--- src/lwwd_pkg.sv ---
// Purpose: shared constants for the long-interval wake watchdog timer
// Assumes: 40 MHz system clock, internal oscillator emulated by a divider
// Notes: offsets, field positions, reset values and base timing live here; period factors sit in last_half

package lwwd_pkg;

  // ----------------------------------------------------------------
  // clock and oscillator timing
  // ----------------------------------------------------------------
  localparam int CLK_PERIOD_NS = 25;
  localparam int OSC_PERIOD_NS = 15625000; // one base period, 15.625 ms
  localparam int OSC_HALF_CYCLES = (OSC_PERIOD_NS / 2) / CLK_PERIOD_NS;

  // ----------------------------------------------------------------
  // widths
  // ----------------------------------------------------------------
  localparam int HDIV_W = 20; // half-period divider width
  localparam int HCNT_W = 14; // half ticks per delay period, up to 8192
  localparam int SEL_W = 3;

  // ----------------------------------------------------------------
  // pulse sequence, in half oscillator periods from period end
  // ----------------------------------------------------------------
  localparam logic [1:0] SEQ_CAL_ON = 2'h1;
  localparam logic [1:0] SEQ_CAL_OFF = 2'h3;
  localparam logic [1:0] SEQ_RST_OFF = 2'h2;
  localparam logic [1:0] SEQ_WAKE_LAST = 2'h3;
  localparam logic [1:0] SEQ_RST_LAST = 2'h2;

  // ----------------------------------------------------------------
  // register map, byte offsets
  // ----------------------------------------------------------------
  localparam logic [3:0] ADDR_CTRL = 4'h0;
  localparam logic [3:0] ADDR_STATUS = 4'h4;
  localparam logic [3:0] ADDR_COUNT = 4'h8;

  // ctrl fields
  localparam int CTRL_OVR_EN_BIT = 0;
  localparam int CTRL_SEL_LSB = 1;
  localparam logic [3:0] CTRL_RESET = 4'h0;

  // status fields
  localparam int ST_PG_BIT = 0;
  localparam int ST_DROP_BIT = 1;
  localparam int ST_FED_BIT = 2;
  localparam int ST_SEL_LSB = 3;
  localparam int ST_WAKE_BIT = 6;
  localparam int ST_CAL_BIT = 7;
  localparam int ST_HOST_RESET_N_BIT = 8;

  // pulse kinds
  typedef enum logic [1:0] {PK_IDLE, PK_RESET, PK_WAKE} lwwd_pulse_e;

endpackage

--- src/lwwd_sync_if.sv ---
// Purpose: carries synchronised pin levels and edges into the core
// Assumes: single clock domain on the consumer side
// Notes: driven by lwwd_sync only

`timescale 1ns/1ps
`default_nettype none

interface lwwd_sync_if;
  logic pg_s;
  logic pg_rise;
  logic done_rise;
  logic [lwwd_pkg::SEL_W-1:0] sel_s;

  modport src (output pg_s, output pg_rise, output done_rise, output sel_s);
  modport dst (input pg_s, input pg_rise, input done_rise, input sel_s);
endinterface

`default_nettype wire

--- src/lwwd_sync.sv ---
// Purpose: two-flop synchronisers and edge detection for the pins
// Assumes: pins are asynchronous to CLK; done pulses last 100 ns or more
// Notes: first stages feed second stages only

`timescale 1ns/1ps
`default_nettype none

module lwwd_sync (
  // clock and reset
  input wire logic clk,
  input wire logic rst,
  // raw pins
  input wire logic pg_pin,
  input wire logic done_pin,
  input wire logic [lwwd_pkg::SEL_W-1:0] sel_pin,
  // synchronised view
  lwwd_sync_if.src sif
);

  logic [4:0] meta_r;
  logic [4:0] sync_r;
  logic pg_d_r;
  logic done_d_r;

  // two-flop synchronisers
  always_ff @(posedge clk or posedge rst) begin
    if (rst) begin
      meta_r <= 5'h00;
      sync_r <= 5'h00;
    end else begin
      meta_r <= {sel_pin, done_pin, pg_pin};
      sync_r <= meta_r;
    end
  end

  // delayed copies for edge detection
  always_ff @(posedge clk or posedge rst) begin
    if (rst) begin
      pg_d_r <= 1'b0;
      done_d_r <= 1'b0;
    end else begin
      pg_d_r <= sync_r[0];
      done_d_r <= sync_r[1];
    end
  end

  // level and edge outputs
  assign sif.pg_s = sync_r[0];
  assign sif.pg_rise = sync_r[0] & ~pg_d_r;
  assign sif.done_rise = sync_r[1] & ~done_d_r;
  assign sif.sel_s = sync_r[4:2];

endmodule

`default_nettype wire

--- src/lwwd_top.sv ---
// Purpose: long-interval timer with watchdog and supply supervisor
// Assumes: 40 MHz CLK; base oscillator emulated by a half-period divider
// Notes: registers reached over classic Wishbone, one-cycle answer
//
// Functional notes
// - select pins pick one of eight periods
// - period equals factor N base periods
// - timing runs only while power good high
// - power good fall clears outputs asynchronously
// - supply drop latched, reset follows next period
// - power good rise restarts both counters
// - first period after rise ends in reset
// - done in period gives wake next time
// - no done in period gives reset
// - wake lasts two base periods unless aborted
// - cal follows half period, one period wide
// - only rising edges of done count
// - only first done per period counts
// - done leaves period counter running
// - done during wake or cal ends both
// - done held low gives endless resets
// - done tied to cal gives wakes

`timescale 1ns/1ps
`default_nettype none

module lwwd_top #(
  parameter int HALF_CYCLES = lwwd_pkg::OSC_HALF_CYCLES
) (
  // clock and reset
  input wire logic CLK,
  input wire logic RST,
  // supply supervisor
  input wire logic POWER_GOOD_IN,
  // strapped interval select
  input wire logic INTERVAL_SELECT_BIT0,
  input wire logic INTERVAL_SELECT_BIT1,
  input wire logic INTERVAL_SELECT_BIT2,
  // host handshake
  input wire logic HOST_DONE_IN,
  output logic WAKE_PULSE_OUT,
  output logic CAL_PULSE_OUT,
  output logic HOST_RESET_N,
  // wishbone slave
  input wire logic WB_CYC_I,
  input wire logic WB_STB_I,
  input wire logic WB_WE_I,
  input wire logic [3:0] WB_ADR_I,
  input wire logic [3:0] WB_SEL_I,
  input wire logic [31:0] WB_DAT_I,
  output logic [31:0] WB_DAT_O,
  output logic WB_ACK_O
);

  // ----------------------------------------------------------------
  // functions
  // ----------------------------------------------------------------

  // last half tick of a delay period, 2*N-1
  function automatic logic [lwwd_pkg::HCNT_W-1:0] last_half(
    input logic [lwwd_pkg::SEL_W-1:0] sel
  );
    logic [lwwd_pkg::HCNT_W-1:0] n;
    n = 14'h0040;
    case (sel)
      3'h0: n = 14'h0040;
      3'h1: n = 14'h0080;
      3'h2: n = 14'h0100;
      3'h3: n = 14'h0200;
      3'h4: n = 14'h0280;
      3'h5: n = 14'h0400;
      3'h6: n = 14'h0800;
      3'h7: n = 14'h1000;
      default: n = 14'h0040;
    endcase
    last_half = (n << 1) - 14'h0001;
  endfunction

  // ----------------------------------------------------------------
  // pin synchronisation
  // ----------------------------------------------------------------

  lwwd_sync_if sif ();

  lwwd_sync u_sync (
    .clk(CLK),
    .rst(RST),
    .pg_pin(POWER_GOOD_IN),
    .done_pin(HOST_DONE_IN),
    .sel_pin({INTERVAL_SELECT_BIT2, INTERVAL_SELECT_BIT1, INTERVAL_SELECT_BIT0}),
    .sif(sif.src)
  );

  // ----------------------------------------------------------------
  // declarations
  // ----------------------------------------------------------------

  logic [3:0] ctrl_r;
  logic [lwwd_pkg::HDIV_W-1:0] hdiv_r;
  logic [lwwd_pkg::HCNT_W-1:0] hcnt_r;
  lwwd_pkg::lwwd_pulse_e kind_r;
  lwwd_pkg::lwwd_pulse_e kind_nxt;
  logic [1:0] seq_r;
  logic [1:0] seq_nxt;
  logic cut_r;
  logic fed_r;
  logic drop_r;
  logic wake_r;
  logic cal_r;
  logic host_reset_n_r;
  logic ack_r;
  logic [31:0] dat_r;

  wire pg_arst;
  wire [lwwd_pkg::SEL_W-1:0] act_sel;
  wire [lwwd_pkg::HCNT_W-1:0] period_last;
  wire htick;
  wire period_end;
  wire done_ev;
  wire abort;
  wire go_reset;
  wire go_wake;
  wire pulse_last;
  wire wake_nxt;
  wire cal_nxt;
  wire host_reset_n_nxt;
  wire cut_nxt;
  wire wb_req;
  wire wb_wr;
  wire [31:0] rd_mux;
  wire [31:0] status_w;

  // ----------------------------------------------------------------
  // interval selection and timing
  // ----------------------------------------------------------------

  assign act_sel = ctrl_r[lwwd_pkg::CTRL_OVR_EN_BIT] ?
    ctrl_r[lwwd_pkg::CTRL_SEL_LSB +: lwwd_pkg::SEL_W] : sif.sel_s;

  assign period_last = last_half(act_sel);

  // oscillator runs only with power good
  assign htick = sif.pg_s &&
    (hdiv_r == lwwd_pkg::HDIV_W'(HALF_CYCLES - 1));

  assign period_end = htick && (hcnt_r >= period_last);

  // half-period divider
  always_ff @(posedge CLK or posedge RST) begin
    if (RST) begin
      hdiv_r <= '0;
    end else if (!sif.pg_s || sif.pg_rise || htick) begin
      hdiv_r <= '0;
    end else begin
      hdiv_r <= hdiv_r + 1'b1;
    end
  end

  // delay-period counter in half base periods
  always_ff @(posedge CLK or posedge RST) begin
    if (RST) begin
      hcnt_r <= '0;
    end else if (!sif.pg_s || sif.pg_rise || period_end) begin
      hcnt_r <= '0;
    end else if (htick) begin
      hcnt_r <= hcnt_r + 1'b1;
    end
  end

  // ----------------------------------------------------------------
  // watchdog state
  // ----------------------------------------------------------------

  assign done_ev = sif.done_rise && sif.pg_s && !fed_r;

  // fed flag, set wins over clear
  always_ff @(posedge CLK or posedge RST) begin
    if (RST) begin
      fed_r <= 1'b0;
    end else if (done_ev) begin
      fed_r <= 1'b1;
    end else if (!sif.pg_s || sif.pg_rise || period_end) begin
      fed_r <= 1'b0;
    end
  end

  // async set while supply is bad or in reset
  assign pg_arst = RST | ~POWER_GOOD_IN;

  always_ff @(posedge CLK or posedge pg_arst) begin
    if (pg_arst) begin
      drop_r <= 1'b1;
    end else if (go_reset) begin
      drop_r <= 1'b0;
    end
  end

  // ----------------------------------------------------------------
  // pulse sequencer
  // ----------------------------------------------------------------

  // no done means reset every time
  assign go_wake = period_end && fed_r && !drop_r;
  assign go_reset = period_end && !(fed_r && !drop_r);

  assign abort = done_ev && (wake_r || cal_r);

  // cal cut short, reset pulse runs on
  assign cut_nxt = (kind_nxt == lwwd_pkg::PK_RESET) && !go_reset && (cut_r || abort);

  // last half tick of the running pulse
  assign pulse_last = htick && (
    (kind_r == lwwd_pkg::PK_WAKE && seq_r == lwwd_pkg::SEQ_WAKE_LAST) ||
    (kind_r == lwwd_pkg::PK_RESET && seq_r == lwwd_pkg::SEQ_RST_LAST));

  // next pulse kind and step
  always_comb begin
    kind_nxt = kind_r;
    seq_nxt = seq_r;
    case (kind_r)
      lwwd_pkg::PK_IDLE: begin
        seq_nxt = 2'h0;
      end
      lwwd_pkg::PK_RESET: begin
        if (pulse_last) begin
          kind_nxt = lwwd_pkg::PK_IDLE;
        end else if (htick) begin
          seq_nxt = seq_r + 2'h1;
        end
      end
      lwwd_pkg::PK_WAKE: begin
        if (pulse_last || abort) begin
          kind_nxt = lwwd_pkg::PK_IDLE;
        end else if (htick) begin
          seq_nxt = seq_r + 2'h1;
        end
      end
      default: begin
        kind_nxt = lwwd_pkg::PK_IDLE;
        seq_nxt = 2'h0;
      end
    endcase
    if (go_wake) begin
      kind_nxt = lwwd_pkg::PK_WAKE;
      seq_nxt = 2'h0;
    end else if (go_reset) begin
      kind_nxt = lwwd_pkg::PK_RESET;
      seq_nxt = 2'h0;
    end
    if (!sif.pg_s) begin
      kind_nxt = lwwd_pkg::PK_IDLE;
      seq_nxt = 2'h0;
    end
  end

  // sequencer registers
  always_ff @(posedge CLK or posedge RST) begin
    if (RST) begin
      kind_r <= lwwd_pkg::PK_IDLE;
      seq_r <= 2'h0;
      cut_r <= 1'b0;
    end else begin
      kind_r <= kind_nxt;
      seq_r <= seq_nxt;
      cut_r <= cut_nxt;
    end
  end

  // ----------------------------------------------------------------
  // output decode
  // ----------------------------------------------------------------

  assign wake_nxt = (kind_nxt == lwwd_pkg::PK_WAKE);

  // cal from half period, one period
  assign cal_nxt = (kind_nxt != lwwd_pkg::PK_IDLE) && !cut_nxt &&
    (seq_nxt >= lwwd_pkg::SEQ_CAL_ON) && (seq_nxt < lwwd_pkg::SEQ_CAL_OFF);

  assign host_reset_n_nxt = !((kind_nxt == lwwd_pkg::PK_RESET) &&
    (seq_nxt < lwwd_pkg::SEQ_RST_OFF));

  // outputs cleared by power good fall
  always_ff @(posedge CLK or posedge pg_arst) begin
    if (pg_arst) begin
      wake_r <= 1'b0;
      cal_r <= 1'b0;
      host_reset_n_r <= 1'b1;
    end else begin
      wake_r <= wake_nxt;
      cal_r <= cal_nxt;
      host_reset_n_r <= host_reset_n_nxt;
    end
  end

  assign WAKE_PULSE_OUT = wake_r;
  assign CAL_PULSE_OUT = cal_r;
  assign HOST_RESET_N = host_reset_n_r;

  // ----------------------------------------------------------------
  // wishbone slave
  // ----------------------------------------------------------------

  // request decode, one answer per request
  assign wb_req = WB_CYC_I && WB_STB_I && !ack_r;
  assign wb_wr = wb_req && WB_WE_I;

  // status word
  assign status_w = {23'h00_0000, host_reset_n_r, cal_r, wake_r, act_sel,
    fed_r, drop_r, sif.pg_s};

  // read mux, unmapped reads as zero
  assign rd_mux =
    (WB_ADR_I == lwwd_pkg::ADDR_CTRL) ? {28'h000_0000, ctrl_r} :
    (WB_ADR_I == lwwd_pkg::ADDR_STATUS) ? status_w :
    (WB_ADR_I == lwwd_pkg::ADDR_COUNT) ? {18'h0_0000, hcnt_r} :
    32'h0000_0000;

  // control register write, low byte lane
  always_ff @(posedge CLK or posedge RST) begin
    if (RST) begin
      ctrl_r <= lwwd_pkg::CTRL_RESET;
    end else if (wb_wr && WB_SEL_I[0] && WB_ADR_I == lwwd_pkg::ADDR_CTRL) begin
      ctrl_r <= WB_DAT_I[3:0];
    end
  end

  // acknowledge and read data
  always_ff @(posedge CLK or posedge RST) begin
    if (RST) begin
      ack_r <= 1'b0;
      dat_r <= 32'h0000_0000;
    end else begin
      ack_r <= wb_req;
      dat_r <= wb_req ? rd_mux : 32'h0000_0000;
    end
  end

  assign WB_ACK_O = ack_r;
  assign WB_DAT_O = dat_r;

endmodule

`default_nettype wire

--- config.mk ---
export PLATFORM = sky130hd
export DESIGN_NAME = lwwd_top
export DESIGN_NICKNAME = d
export VERILOG_FILES = /design/src/lwwd_pkg.sv /design/src/lwwd_sync_if.sv /design/src/lwwd_sync.sv /design/src/lwwd_top.sv
export SDC_FILE = /design/constraint.sdc
export NUM_CORES = 1
export LEC_CHECK = 0
export ABC_AREA = 0
export BUFFER_PORTS_ARGS = -buffer_cell sky130_fd_sc_hd__buf_2
export CORE_MARGIN = 5
export CORE_UTILIZATION = 40
export CTS_CLUSTER_DIAMETER = 50
export DETAILED_ROUTE_END_ITERATION = 8
export GPL_TIMING_DRIVEN = 0
export SYNTH_ARGS = -nofsm -noshare
export SYNTH_HDL_FRONTEND = slang
export SYNTH_SLANG_ARGS = --single-unit
--- constraint.sdc ---
create_clock -name CLK -period 3.5 [get_ports CLK]
set_clock_uncertainty 0.05 [all_clocks]
set_input_delay 0.175 -clock CLK [delete_from_list [all_inputs] [get_ports CLK]]
set_output_delay 0.175 -clock CLK [all_outputs]
set_load 0.02 [all_outputs]
; After elaboration in Yosys (flattened, before gate mapping)
; Memory sizes are Yosys's and may differ from the RTL's.
; Cells that the tools add are included.
[classes]
eq_ne = 9
n_addsub = 4
reduce_logical = 43
bitwise_logic = 6
n_mux = 23
order_cmp = 4
[ops]
columns = operator, n
row1 = 14-bit two-way mux, 6
row2 = 1-bit logical AND, 23
row3 = 2-bit two-way mux, 11
row4 = 20-bit by 1-bit adder with 20-bit output (second input constant), 1
row5 = 20-bit by 19-bit equality test with 1-bit output (second input constant), 1
row6 = 20-bit two-way mux, 1
row7 = 14-bit by 1-bit adder with 14-bit output (second input constant), 1
row8 = 14-bit >= comparator, 1
row9 = 14-bit by 1-bit subtractor with 14-bit output (second input constant), 1
row10 = 2-bit equality test (second input constant), 4
row11 = 1-bit logical NOT, 8
row12 = 1-bit logical OR, 7
row13 = 2-bit one-hot mux with 3 select lines, 1
row14 = 2-bit nonzero test, 3
row15 = 2-bit by 1-bit equality test with 1-bit output (second input constant), 2
row16 = 4-bit by 3-bit equality test with 1-bit output (second input constant), 1
row17 = 4-bit equality test (second input constant), 1
row18 = 4-bit logical NOT, 1
row19 = 2-bit < comparator (second input constant), 2
row20 = 2-bit one-hot mux with 2 select lines, 1
row21 = 3-bit two-way mux, 1
row22 = 1-bit NOT, 3
row23 = 2-bit by 1-bit adder with 2-bit output (second input constant), 1
row24 = 1-bit AND, 2
row25 = other kinds (4), 5
[word_totals]
wordCells = 107
mem_count = 1
mem_bits_ro = 56
reg_bits = 75
[memory_table]
columns = memory, depth, width, read_ports, rd_ports_with_merged_regs, wr, line_no
row1 = (no name shown), 8, 7, 1, 0, 0, lwwd_top.sv:65  ; case (sel)

; Longest topological paths before layout
; Gate-level depths: netlist of run 1.
[depth]
word_depth = 18
ltp_mapped = 15
depth_no_buf = 14

; By module
; Synthesis of run 1 repeated with hierarchy kept, for this count alone.
[hier_totals]
cells_unflattened = 389
hier_area_um2 = 3907.5
[modules_own_cells]
columns = module, n_inst, cells_per_inst, area_per_inst_um2
row1 = lwwd_top, 1, 371, 3553.4
row2 = lwwd_sync, 1, 18, 354.1

; Worst setup path before layout of run 1
; Ideal clock, no wire load.
[synth_path]
path_kind = reg2reg
startpoint = reg ctrl_r[0]
endpoint = reg cal_r, in the netlist CAL_PULSE_OUT
t_required_ns = 3.368
slack_ns = 0.048
stages_incl_launch_ff = 15
arrival_ns = 3.320
setup_ns = 0.082
path_cell_list = dfrtp_1 mux2i_1 nor2b_1 and2_1 inv_1 ha_1 nor4_1 a21oi_1 ha_1 a211o_1 a21oi_1 o21a_1 nor3_1 or4_1 a31oi_1
[synth_between]
elab_chain_cells = 16
[synth_rtl]
columns = element, line_no
row1 = from (decl), lwwd_top.sv:98  ; logic [3:0] ctrl_r;
row2 = from (signal assigned), lwwd_top.sv:321  ; ctrl_r <= lwwd_pkg::CTRL_RESET;
row3 = from (signal assigned), lwwd_top.sv:323  ; ctrl_r <= WB_DAT_I[3:0];
row4 = 3-bit two-way mux *, lwwd_top.sv:137  ; assign act_sel = ctrl_r[lwwd_pkg::CTRL_OVR_EN_BIT] ?
row5 = memory read 8 x 7 bit *, -
row6 = 14-bit by 1-bit subtractor with 14-bit output *, lwwd_top.sv:76  ; last_half = (n << 1) - 14'h0001;
row7 = 14-bit >= comparator *, lwwd_top.sv:146  ; assign period_end = htick && (hcnt_r >= period_last);
row8 = 1-bit logical AND *, lwwd_top.sv:146
row9 = 1-bit logical AND (on tied branches), "lwwd_top.sv:204, lwwd_top.sv:203"
row10 = 2-bit two-way mux or 1-bit logical AND (tied branches), "lwwd_top.sv:246, lwwd_top.sv:203"
row11 = 2-bit two-way mux, lwwd_top.sv:243  ; if (go_wake) begin
row12 = 2-bit two-way mux, lwwd_top.sv:250  ; if (!sif.pg_s) begin
row13 = 2-bit by 1-bit equality test with 1-bit output, lwwd_top.sv:209  ; assign cut_nxt = (kind_nxt == lwwd_pkg::PK_RESET) && !go_reset && (cut_r || abort);
row14 = 1-bit logical AND (2 in series), lwwd_top.sv:209
row15 = 1-bit logical NOT, lwwd_top.sv:276  ; assign cal_nxt = (kind_nxt != lwwd_pkg::PK_IDLE) && !cut_nxt &&
row16 = 1-bit logical AND (2 in series), lwwd_top.sv:276
row17 = 1-bit logical AND *, lwwd_top.sv:277  ; (seq_nxt >= lwwd_pkg::SEQ_CAL_ON) && (seq_nxt < lwwd_pkg::SEQ_CAL_OFF);
row18 = via cal_nxt, lwwd_top.sv:125  ; wire cal_nxt;
row19 = to (signal assigned), lwwd_top.sv:290  ; cal_r <= cal_nxt;
row20 = to (decl), lwwd_top.sv:109  ; logic cal_r;
; The timed path passes the listed nets; every way through them passes the cells marked *.
; A chain may end at the register's enable or synchronous reset.

; Final worst setup path of run 1
; Same ends and word-level chain as after synthesis.

==> impl_metrics.csv, run 1 <==
group,metric,value,unit
yosys,synth_mux_area_frac,0.0304,
die,design.die.area,11600,µm²
layout,antenna_cells,0,
sta,hold_viol,47,
layout,fillers,905,
yosys,synthAdderAreaFrac,0.0523,
global_route,grt_first_pass_wirelength,12900,µm
sta,max-slew-margin-rel,0.428,
layout,layout_common_cells,"72 x dfrtp_1, 60 x nor2_1, 37 x buf_2",
layout,area_delta_synth_final,20.4,%
setup_path,worstPathRequired,3710,ps
global_route,antenna_found_initial,0,
yosys,ys_seq_area_frac,0.491,
setup_path,reg2reg_depth,15,
sta,worst_pin_slew,857,ps
layout,seq_area,1880,µm²
yosys,synth_compound_area_frac,0.0736,
yosys,synth_ff_type,"dfrtp_1",
sta,slew_viol_final,0,
clock_tree,clockBufferDepth,2,
placement,io_buffers,35,
layout,multi_input_area,1910,µm²
sta,max_freq,0.296,GHz
setup_path,path_common_cell,"buf_6",
power,ir_drop,0.241,mV
hold_path,hold_path.class,"in -> async",
die,initial_core_util,0.412,
detailed_routing,drt_iter0_drc,91,
yosys,synth-xor-area-share,0.0778,
setup_path,r2r_start,"ctrl_r[0]",
sta,grt_setup_unrepaired,"yes",
yosys,syn_avg_cell_area,10.1,µm²
setup_path,crit_end,"CAL_PULSE_OUT",
setup_path,rrSetupSlack,120,ps
yosys,synth_async_sr_flop_share,1.00,
detailed_routing,detail_route.wirelength,7930,µm
setup_path,cp-startpoint,"ctrl_r[0]",
clock_tree,root_buffer,"clkbuf_8",
yosys,synth_top_family_by_area,"simple AND/OR/NAND/NOR gates",
setup_path,crit_path_top_delay_cell,"or4_4",
clock_tree,clock_latency,340,ps
die,core,9280,µm²
yosys,synth-edff-count,0,
setup_path,path_class,"reg -> reg",
setup_path,worstPathArrival,3590,ps
clock_tree,clock_sinks,75,
sta,period_needed,3380,ps
setup_path,crit_path_start_kind,"register",
layout,layout_commonest_cell,"dfrtp_1",
global_route,grt_max_degree,72,
setup_path,crit_path_end_kind,"register",
global_route,grt-ovfl-total,0,
layout,nNetsFinal,518,
placement,gp_congestion,0.891,
setup_path,path_max_fanout,5,
global_route,gr-usage-all-layers,0.139,
sta,finalSetupViolations,0,
setup_path,path_cells,"buf_6 > mux2i_4 > buf_6 > xor2_1 > nand2b_1 > ha_4 > nor4_4 > a21oi_1 > ha_1 > a211o_1 > a21oi_2 > o21a_1 > nor3_2 > or4_4 > a31oi_4",
die,fp.dieH,108,µm
yosys,synthCells,378,
flow_run,drv_cap,0,
power,static-leakage-power,2.11,nW
detailed_routing,first_pass_iters,5,
sta,tns,0,ps
detailed_routing,drc,0,
detailed_routing,wl_per_cell,13.6,µm
die,row_count,35,
clock_tree,cts_buffers,9,
global_route,grt_pass1_vias,2714,
sta,whs,-17.9,ps
sta,period_share,0.965,
clock_tree,clk_pin_slew,70,ps
setup_path,r2r_end,"CAL_PULSE_OUT",
yosys,yosys_register_bits,75,
power,p_per_area,350,nW/µm²
die,fp.dieW,108,µm
die,pin_count,86,
setup_path,cpPeakStageDelay,500,ps
detailed_routing,ant_nets,0,
clock_tree,tritoncts,"yes",
clock_tree,cts_max_level,3,
layout,postLayoutCoreUtil,0.496,
run_status,status,"finished, violations left",
layout,drive_gt1_frac,0.221,
yosys,ys_types,55,
placement,dpl.hpwl,5770,µm
run_status,violations,"negative hold slack",
detailed_routing,vias,2894,
sta,setup_ws,123,ps
detailed_routing,vias_per_cell,4.95,
yosys,synth_warnings,0,
placement,pre_cts_ws,-446,ps
yosys,mappedNetlistArea,3830,µm²
yosys,yosys.area_share.simple,0.219,
worst min path at each step:
| stage | startpoint | endpoint | slack (ps) | cells after the start |
|---|---|---|---|---|
| CTS | RST | hdiv_r[16] | 0.2 | 2 |
| detailed placement | POWER_GOOD_IN | WAKE_PULSE_OUT | 160 | 2 |
| global placement | RST | WAKE_PULSE_OUT | 140 | 2 |
| floorplan | RST | CAL_PULSE_OUT | -20 | 1 |
| finish | RST | kind_r[1] | -20 | 2 |
| global route | RST | HOST_RESET_N | 10 | 2 |
metrics by stage:
stage | area, µm² | std cells | total power, W
2_1_floorplan | 3890 | 395 | 0.00101
3_3_place_gp | 4230 | 559 | 0.00104
3_5_place_dp | 4230 | 559 | 0.00104
4_1_cts | 4500 | 583 | 0.00162
5_1_grt | 4610 | 585 | 0.00169
6_report | 4610 | 585 | 0.00161
state kept, by name (all words and copies together), names as in the netlist:
register         count
hdiv_r              20
WB_DAT_O            14
hcnt_r              14
u_sync.meta_r        5
u_sync.sync_r        5
ctrl_r               4
kind_r               2
seq_r                2
CAL_PULSE_OUT        1
HOST_RESET_N         1
WAKE_PULSE_OUT       1
WB_ACK_O             1
cut_r                1
drop_r               1
fed_r                1
u_sync.done_d_r      1
u_sync.pg_d_r        1
power breakdown:
part,leakage [nW],internal [W],switching [W]
combinational,1.02,0.0000693,0.0000944
clock,0.0860,0.000270,0.000286
sequential,1.01,0.000880,0.0000111
total,2.11,0.00122,0.000392
cell families after synthesis:
logic type / after synthesis
AND/OR/NAND/NOR: 162
buffers and inverters: 36
XOR/XNOR: 34
flip-flops: 75
other: 1
multiplexers: 11
AO/OA/AOI/OAI: 43
adder cells (fa/ha/maj): 16
final cells by class:
cell class              instances  area share
multi-input cells             284       0.415
plain buffers                  25      0.0369
repair buffers                 46      0.0603
well taps                     129      0.0350
inverters                      11     0.00951
flip-flops and latches         75       0.408
clock buffers                  12      0.0315
clock inverters                 3     0.00326
critical path: cells and delay by family (launching register included):
kind / cells / cell delay (ps)
AOI/OAI and AO/OA: 5 / 750
buffers and inverters: 2 / 260
DFF: 1 / 440
muxes: 1 / 240
xor gates and xnor gates: 1 / 140
and+or+nand+nor: 4 / 930
adders and majority gates: 2 / 490
cells in the mapped netlist, drive strengths merged, types with 5 or more instances:
cell type,n,area (µm²)
ha,16,200
inv,11,41.3
xor2,26,228
nor2,60,225
and3,8,51.3
a21oi,13,65.1
mux2,5,56.3
mux2i,6,60.1
dfrtp,73,1830
xnor2,8,70.1
nand2,22,82.6
nand3,21,110
nand4,11,68.8
buf,23,159
nor4,6,43.8
o21ai,6,30.0
a22oi,5,37.5
layer usage:
metal,wire [µm],GRT usage,vias to the layer above,part of all wire
met5,0,0,-,0
met4,80,0.0406,0,0.010
met3,336,0.0360,9,0.042
met2,3850,0.232,59,0.48
met1,3670,0.178,1389,0.46
li1,-,-,1437,-
repair_timing:
item,CTS,global route
endpoints found under the setup margin,23,14
buffers inserted,3,1
resized for setup,7,16
cloned,0,1
hold buffers,6,0
hold endpoints to repair,7,0
pin swaps,1,3
No activity file was read; power rests on OpenSTA's default activity.
==> run 2, diff against run 1 <==
--- a/config.mk
+++ b/config.mk
@@ -9,6 +9,7 @@
 export BUFFER_PORTS_ARGS = -buffer_cell sky130_fd_sc_hd__buf_2
 export CORE_MARGIN = 5
 export CORE_UTILIZATION = 40
+export CTS_BUF_LIST = sky130_fd_sc_hd__clkbuf_4 sky130_fd_sc_hd__clkbuf_8
 export CTS_CLUSTER_DIAMETER = 50
 export DETAILED_ROUTE_END_ITERATION = 8
 export GPL_TIMING_DRIVEN = 0
==> impl_metrics.csv, run 2 (synthesized netlist as in run 1, its figures left out) <==
group,metric,value,unit
clock_tree,clockBufferDepth,2,
detailed_routing,drt_iter0_drc,72,
setup_path,crit_path_start_kind,"register",
sta,slew_viol_final,0,
sta,max_freq,0.297,GHz
setup_path,crit_path_top_delay_cell,"or4_4",
clock_tree,tritoncts,"yes",
setup_path,cpPeakStageDelay,500,ps
placement,gp_congestion,0.891,
global_route,antenna_found_initial,0,
die,fp.dieW,108,µm
die,initial_core_util,0.412,
power,static-leakage-power,2.12,nW
layout,largest_reg_flops,20,
clock_tree,clk_pin_slew,70,ps
setup_path,crit_family,"simple AND/OR/NAND/NOR gates",
setup_path,r2r_end,"CAL_PULSE_OUT",
setup_path,cp_num_buf_inv,2,
layout,drive_gt1_frac,0.225,
sta,grt_setup_unrepaired,"yes",
setup_path,reg2reg_depth,15,
layout,layout_common_cells,"72 x dfrtp_1, 60 x nor2_1, 37 x buf_2",
sta,hold_viol,51,
layout,antenna_cells,0,
clock_tree,clock_sinks,75,
placement,io_buffers,35,
setup_path,path_max_fanout,5,
setup_path,path_cells,"buf_6 > mux2i_4 > buf_6 > xor2_1 > nand2b_1 > ha_4 > nor4_4 > a21oi_1 > ha_1 > a211o_1 > a21oi_2 > o21a_1 > nor3_2 > or4_4 > a31oi_4",
power,p_total,0.00163,W
clock_tree,root_buffer,"clkbuf_8",
detailed_routing,first_pass_iters,4,
power,p_per_area,352,nW/µm²
layout,layout_commonest_cell,"dfrtp_1",
setup_path,rrSetupSlack,130,ps
run_status,violations,"negative hold slack",
detailed_routing,ant_nets,0,
placement,place_area,4230,µm²
global_route,grt_first_pass_wirelength,12900,µm
sta,finalSetupViolations,0,
detailed_routing,vias,2862,
detailed_routing,drc,0,
die,core,9280,µm²
detailed_routing,vias_per_cell,4.88,
global_route,grt-ovfl-total,0,
run_status,status,"finished, violations left",
setup_path,worstPathRequired,3710,ps
setup_path,path_class,"reg -> reg",
die,pin_count,86,
sta,max-slew-margin-rel,0.428,
sta,whs,-19.9,ps
die,design.die.area,11600,µm²
global_route,gr-usage-all-layers,0.140,
die,row_count,35,
setup_path,crit_path_end_kind,"register",
flow_run,drv_cap,0,
layout,nNetsFinal,519,
clock_tree,clock_latency,340,ps
global_route,grt_pass1_vias,2720,
clock_tree,cts_buffers,9,
sta,period_needed,3370,ps
die,fp.dieH,108,µm
clock_tree,cts_max_level,3,
setup_path,worstPathArrival,3580,ps
setup_path,path_common_cell,"buf_6",
setup_path,r2r_start,"ctrl_r[0]",
sta,worst_pin_slew,857,ps
hold_path,hold_path.class,"in -> async",
placement,dpl.hpwl,5770,µm
layout,fillers,909,
detailed_routing,wl_per_cell,13.6,µm
sta,period_share,0.962,
layout,area_delta_synth_final,20.8,%
detailed_routing,detail_route.wirelength,7940,µm
layout,largest-register,"hdiv_r",
layout,final_area,4620,µm²
power,ir_drop,0.241,mV
global_route,grt_max_degree,72,
## run 2: cell types whose count changed in the layout (fill, tap and decap cells not counted)
cell,previous run,this run
clkbuf_1,4,2
clkbuf_4,0,2
dlygate4sd3_1,6,7
## run 2: worst register-to-register path, delay by kind of cell (launching register included)
family                   cells  cell delay [ps]
adder cells (fa/ha/maj)      2              490
multiplexers                 1              240
flip-flops                   1              440
AO/OA/AOI/OAI                5              760
AND/OR/NAND/NOR              4              930
buffers and inverters        2              260
XOR/XNOR                     1              140
## run 2: layer usage
layer	part of all wire	routed length, µm	global-route usage	vias up
li1	-	-	-	1435
met1	0.47	3710	0.179	1367
met2	0.48	3850	0.232	53
met3	0.038	301	0.0360	7
met4	0.011	85	0.0406	0
met5	0	0	0	-
## run 2: worst max-delay path by stage
stage	end	cells after the start	start
2_1_floorplan	CAL_PULSE_OUT	14	ctrl_r[0]
3_3_place_gp	CAL_PULSE_OUT	14	ctrl_r[0]
3_5_place_dp	CAL_PULSE_OUT	14	ctrl_r[0]
4_1_cts	CAL_PULSE_OUT	15	ctrl_r[0]
5_1_grt	CAL_PULSE_OUT	15	ctrl_r[0]
6_report	CAL_PULSE_OUT	15	ctrl_r[0]
## run 2: cell type report
cell class	instances	area, µm²	share of cell area
buffer	25	170	0.0368
clock buffer	12	153	0.0330
clock inverter	3	15.0	0.00325
inverter	11	43.8	0.00947
multi-input combinational	284	1910	0.414
sequential	75	1880	0.407
tap	129	161	0.0349
timing repair buffer	47	288	0.0622
## run 2: timing repair
action	in CTS	in global routing
setup endpoints to repair	23	14
hold buffers	7	0
gates resized for setup	7	16
buffers inserted	3	1
endpoints found under the hold margin	8	0
gates cloned	0	1
pin swaps	1	3
## run 2: per-stage QoR
stage          TNS (ps)  setup WS, ps  utilization  std cells
2_1_floorplan         0          48.4            -        395
3_3_place_gp      -3010          -395        0.455        559
3_5_place_dp      -4370          -446        0.456        559
4_1_cts               0          27.6        0.486        584
5_1_grt           -62.4         -62.4        0.498        586
6_report              0           133        0.498        586
## run 2: report_power, final
group	internal, W	total [W]	switching, W
registers	0.000880	0.000891	0.0000112
logic	0.0000701	0.000165	0.0000946
clock network	0.000285	0.000572	0.000287
==> run 3, diff against run 2 <==
--- a/config.mk
+++ b/config.mk
@@ -13,6 +13,7 @@
 export CTS_CLUSTER_DIAMETER = 50
 export DETAILED_ROUTE_END_ITERATION = 8
 export GPL_TIMING_DRIVEN = 0
+export PLACE_DENSITY = 0.63
 export SYNTH_ARGS = -nofsm -noshare
 export SYNTH_HDL_FRONTEND = slang
 export SYNTH_SLANG_ARGS = --single-unit
==> impl_metrics.csv, run 3 (synthesized netlist as in run 1, its figures left out) <==
group,metric,value,unit
run_status,status,"finished clean",
layout,largest-register,"hdiv_r",
power,static-leakage-power,2.16,nW
sta,hold_viol,0,
clock_tree,clockBufferDepth,2,
setup_path,path_class,"reg -> reg",
sta,max-slew-margin-rel,0.431,
placement,dpl.hpwl,5710,µm
power,p_total,0.00182,W
clock_tree,clk_pin_slew,70,ps
clock_tree,cts_buffers,9,
layout,nNetsFinal,522,
die,fp.dieW,108,µm
setup_path,crit_family,"simple AND/OR/NAND/NOR gates",
hold_path,hold_path.class,"in -> reg",
layout,area_delta_synth_final,22.4,%
setup_path,cp_num_buf_inv,2,
detailed_routing,detail_route.wirelength,8000,µm
sta,period_share,0.983,
detailed_routing,first_pass_iters,4,
die,row_count,35,
placement,pre_cts_ws,-401,ps
global_route,grt_max_degree,72,
clock_tree,root_buffer,"clkbuf_8",
detailed_routing,drc,0,
flow_run,drv_cap,0,
power,p_per_area,388,nW/µm²
sta,grt_setup_unrepaired,"yes",
placement,gp_congestion,0.806,
sta,worst_pin_slew,853,ps
die,initial_core_util,0.412,
setup_path,worstPathRequired,3700,ps
die,design.die.area,11600,µm²
sta,slew_viol_final,0,
sta,finalSetupViolations,0,
detailed_routing,drt_iter0_drc,124,
global_route,grt-ovfl-total,0,
layout,layout_common_cells,"72 x dfrtp_1, 60 x nor2_1, 36 x buf_2",
clock_tree,clock_latency,340,ps
sta,period_needed,3440,ps
die,fp.dieH,108,µm
global_route,gr-usage-all-layers,0.141,
global_route,antenna_found_initial,0,
setup_path,cpPeakStageDelay,480,ps
setup_path,path_max_fanout,4,
die,pin_count,86,
detailed_routing,ant_nets,0,
setup_path,path_cells,"buf_6 > mux2i_4 > buf_6 > xor2_1 > nand2b_1 > ha_4 > nor4_4 > a21oi_2 > ha_1 > a211o_1 > a21oi_2 > o21a_1 > nor3_2 > or4_1 > a31oi_1",
clock_tree,cts_max_level,3,
detailed_routing,wl_per_cell,13.6,µm
sta,setup_ws,58.8,ps
die,core,9280,µm²
layout,antenna_cells,0,
global_route,grt_pass1_vias,2777,
sta,max_freq,0.291,GHz
setup_path,crit_path_end_kind,"register",
clock_tree,tritoncts,"yes",
layout,layout_commonest_cell,"dfrtp_1",
setup_path,crit_path_start_kind,"register",
placement,io_buffers,35,
clock_tree,clock_sinks,75,
layout,drive_gt1_frac,0.226,
layout,postLayoutCoreUtil,0.505,
layout,largest_reg_flops,20,
setup_path,worstPathArrival,3640,ps
power,ir_drop,0.204,mV
global_route,grt_first_pass_wirelength,13100,µm
setup_path,crit_path_top_delay_cell,"or4_1",
detailed_routing,vias_per_cell,4.88,
detailed_routing,vias,2877,
-- run 3: power breakdown --
group	total (W)	internal (W)	switching, W
clock	0.000754	0.000447	0.000307
sequential	0.000890	0.000879	0.0000104
combinational	0.000174	0.0000759	0.0000979
total	0.00182	0.00140	0.000415
-- run 3: final timing paths --
path	startpoint	end	slack, ps	cells past startpoint
setup reg to reg	ctrl_r[0]	CAL_PULSE_OUT	60	15
min in group asynchronous	RST	hdiv_r[18]	500	3
hold / removal	WB_DAT_I[2]	ctrl_r[2]	10	2
setup / recovery	ctrl_r[0]	CAL_PULSE_OUT	60	15
hold reg to reg	u_sync.meta_r[2]	u_sync.sync_r[2]	300	0
max in group asynchronous	RST	CAL_PULSE_OUT	2200	4
-- run 3: layer usage --
| layer | wire length [µm] | part of all wire | vias to the layer above | track usage |
|---|---|---|---|---|
| li1 | - | - | 1436 | - |
| met1 | 3670 | 0.46 | 1365 | 0.191 |
| met2 | 3860 | 0.48 | 60 | 0.222 |
| met3 | 341 | 0.043 | 16 | 0.0372 |
| met4 | 134 | 0.017 | 0 | 0.0388 |
| met5 | 0 | 0 | - | 0 |
-- run 3: area by class of cell --
cell class	count	area, µm²
plain buffers	25	170
clock buffers	12	159
clock inverters	4	72.6
fillers	854	4600
inverters	11	43.8
multi-input cells	284	1880
flip-flops and latches	75	1880
well taps	129	161
repair buffers	50	315
-- run 3: stage by stage --
stage	hold slack [ps]	area [µm²]	std cells	setup TNS [ps]
global placement	170	4230	559	-2690
detailed placement	172	4230	559	-3930
CTS	3.78	4590	586	0
finish	14.6	4680	590	0
global route	7.84	4680	590	-339
floorplan	-18.6	3890	395	0
-- run 3: what timing repair did --
item | in CTS | in global routing
hold buffers | 8 | 0
setup buffers | 3 | 4
endpoints found under the setup margin | 24 | 13
hold endpoints to repair | 23 | 0
pin swaps | 1 | 4
resized for setup | 7 | 12
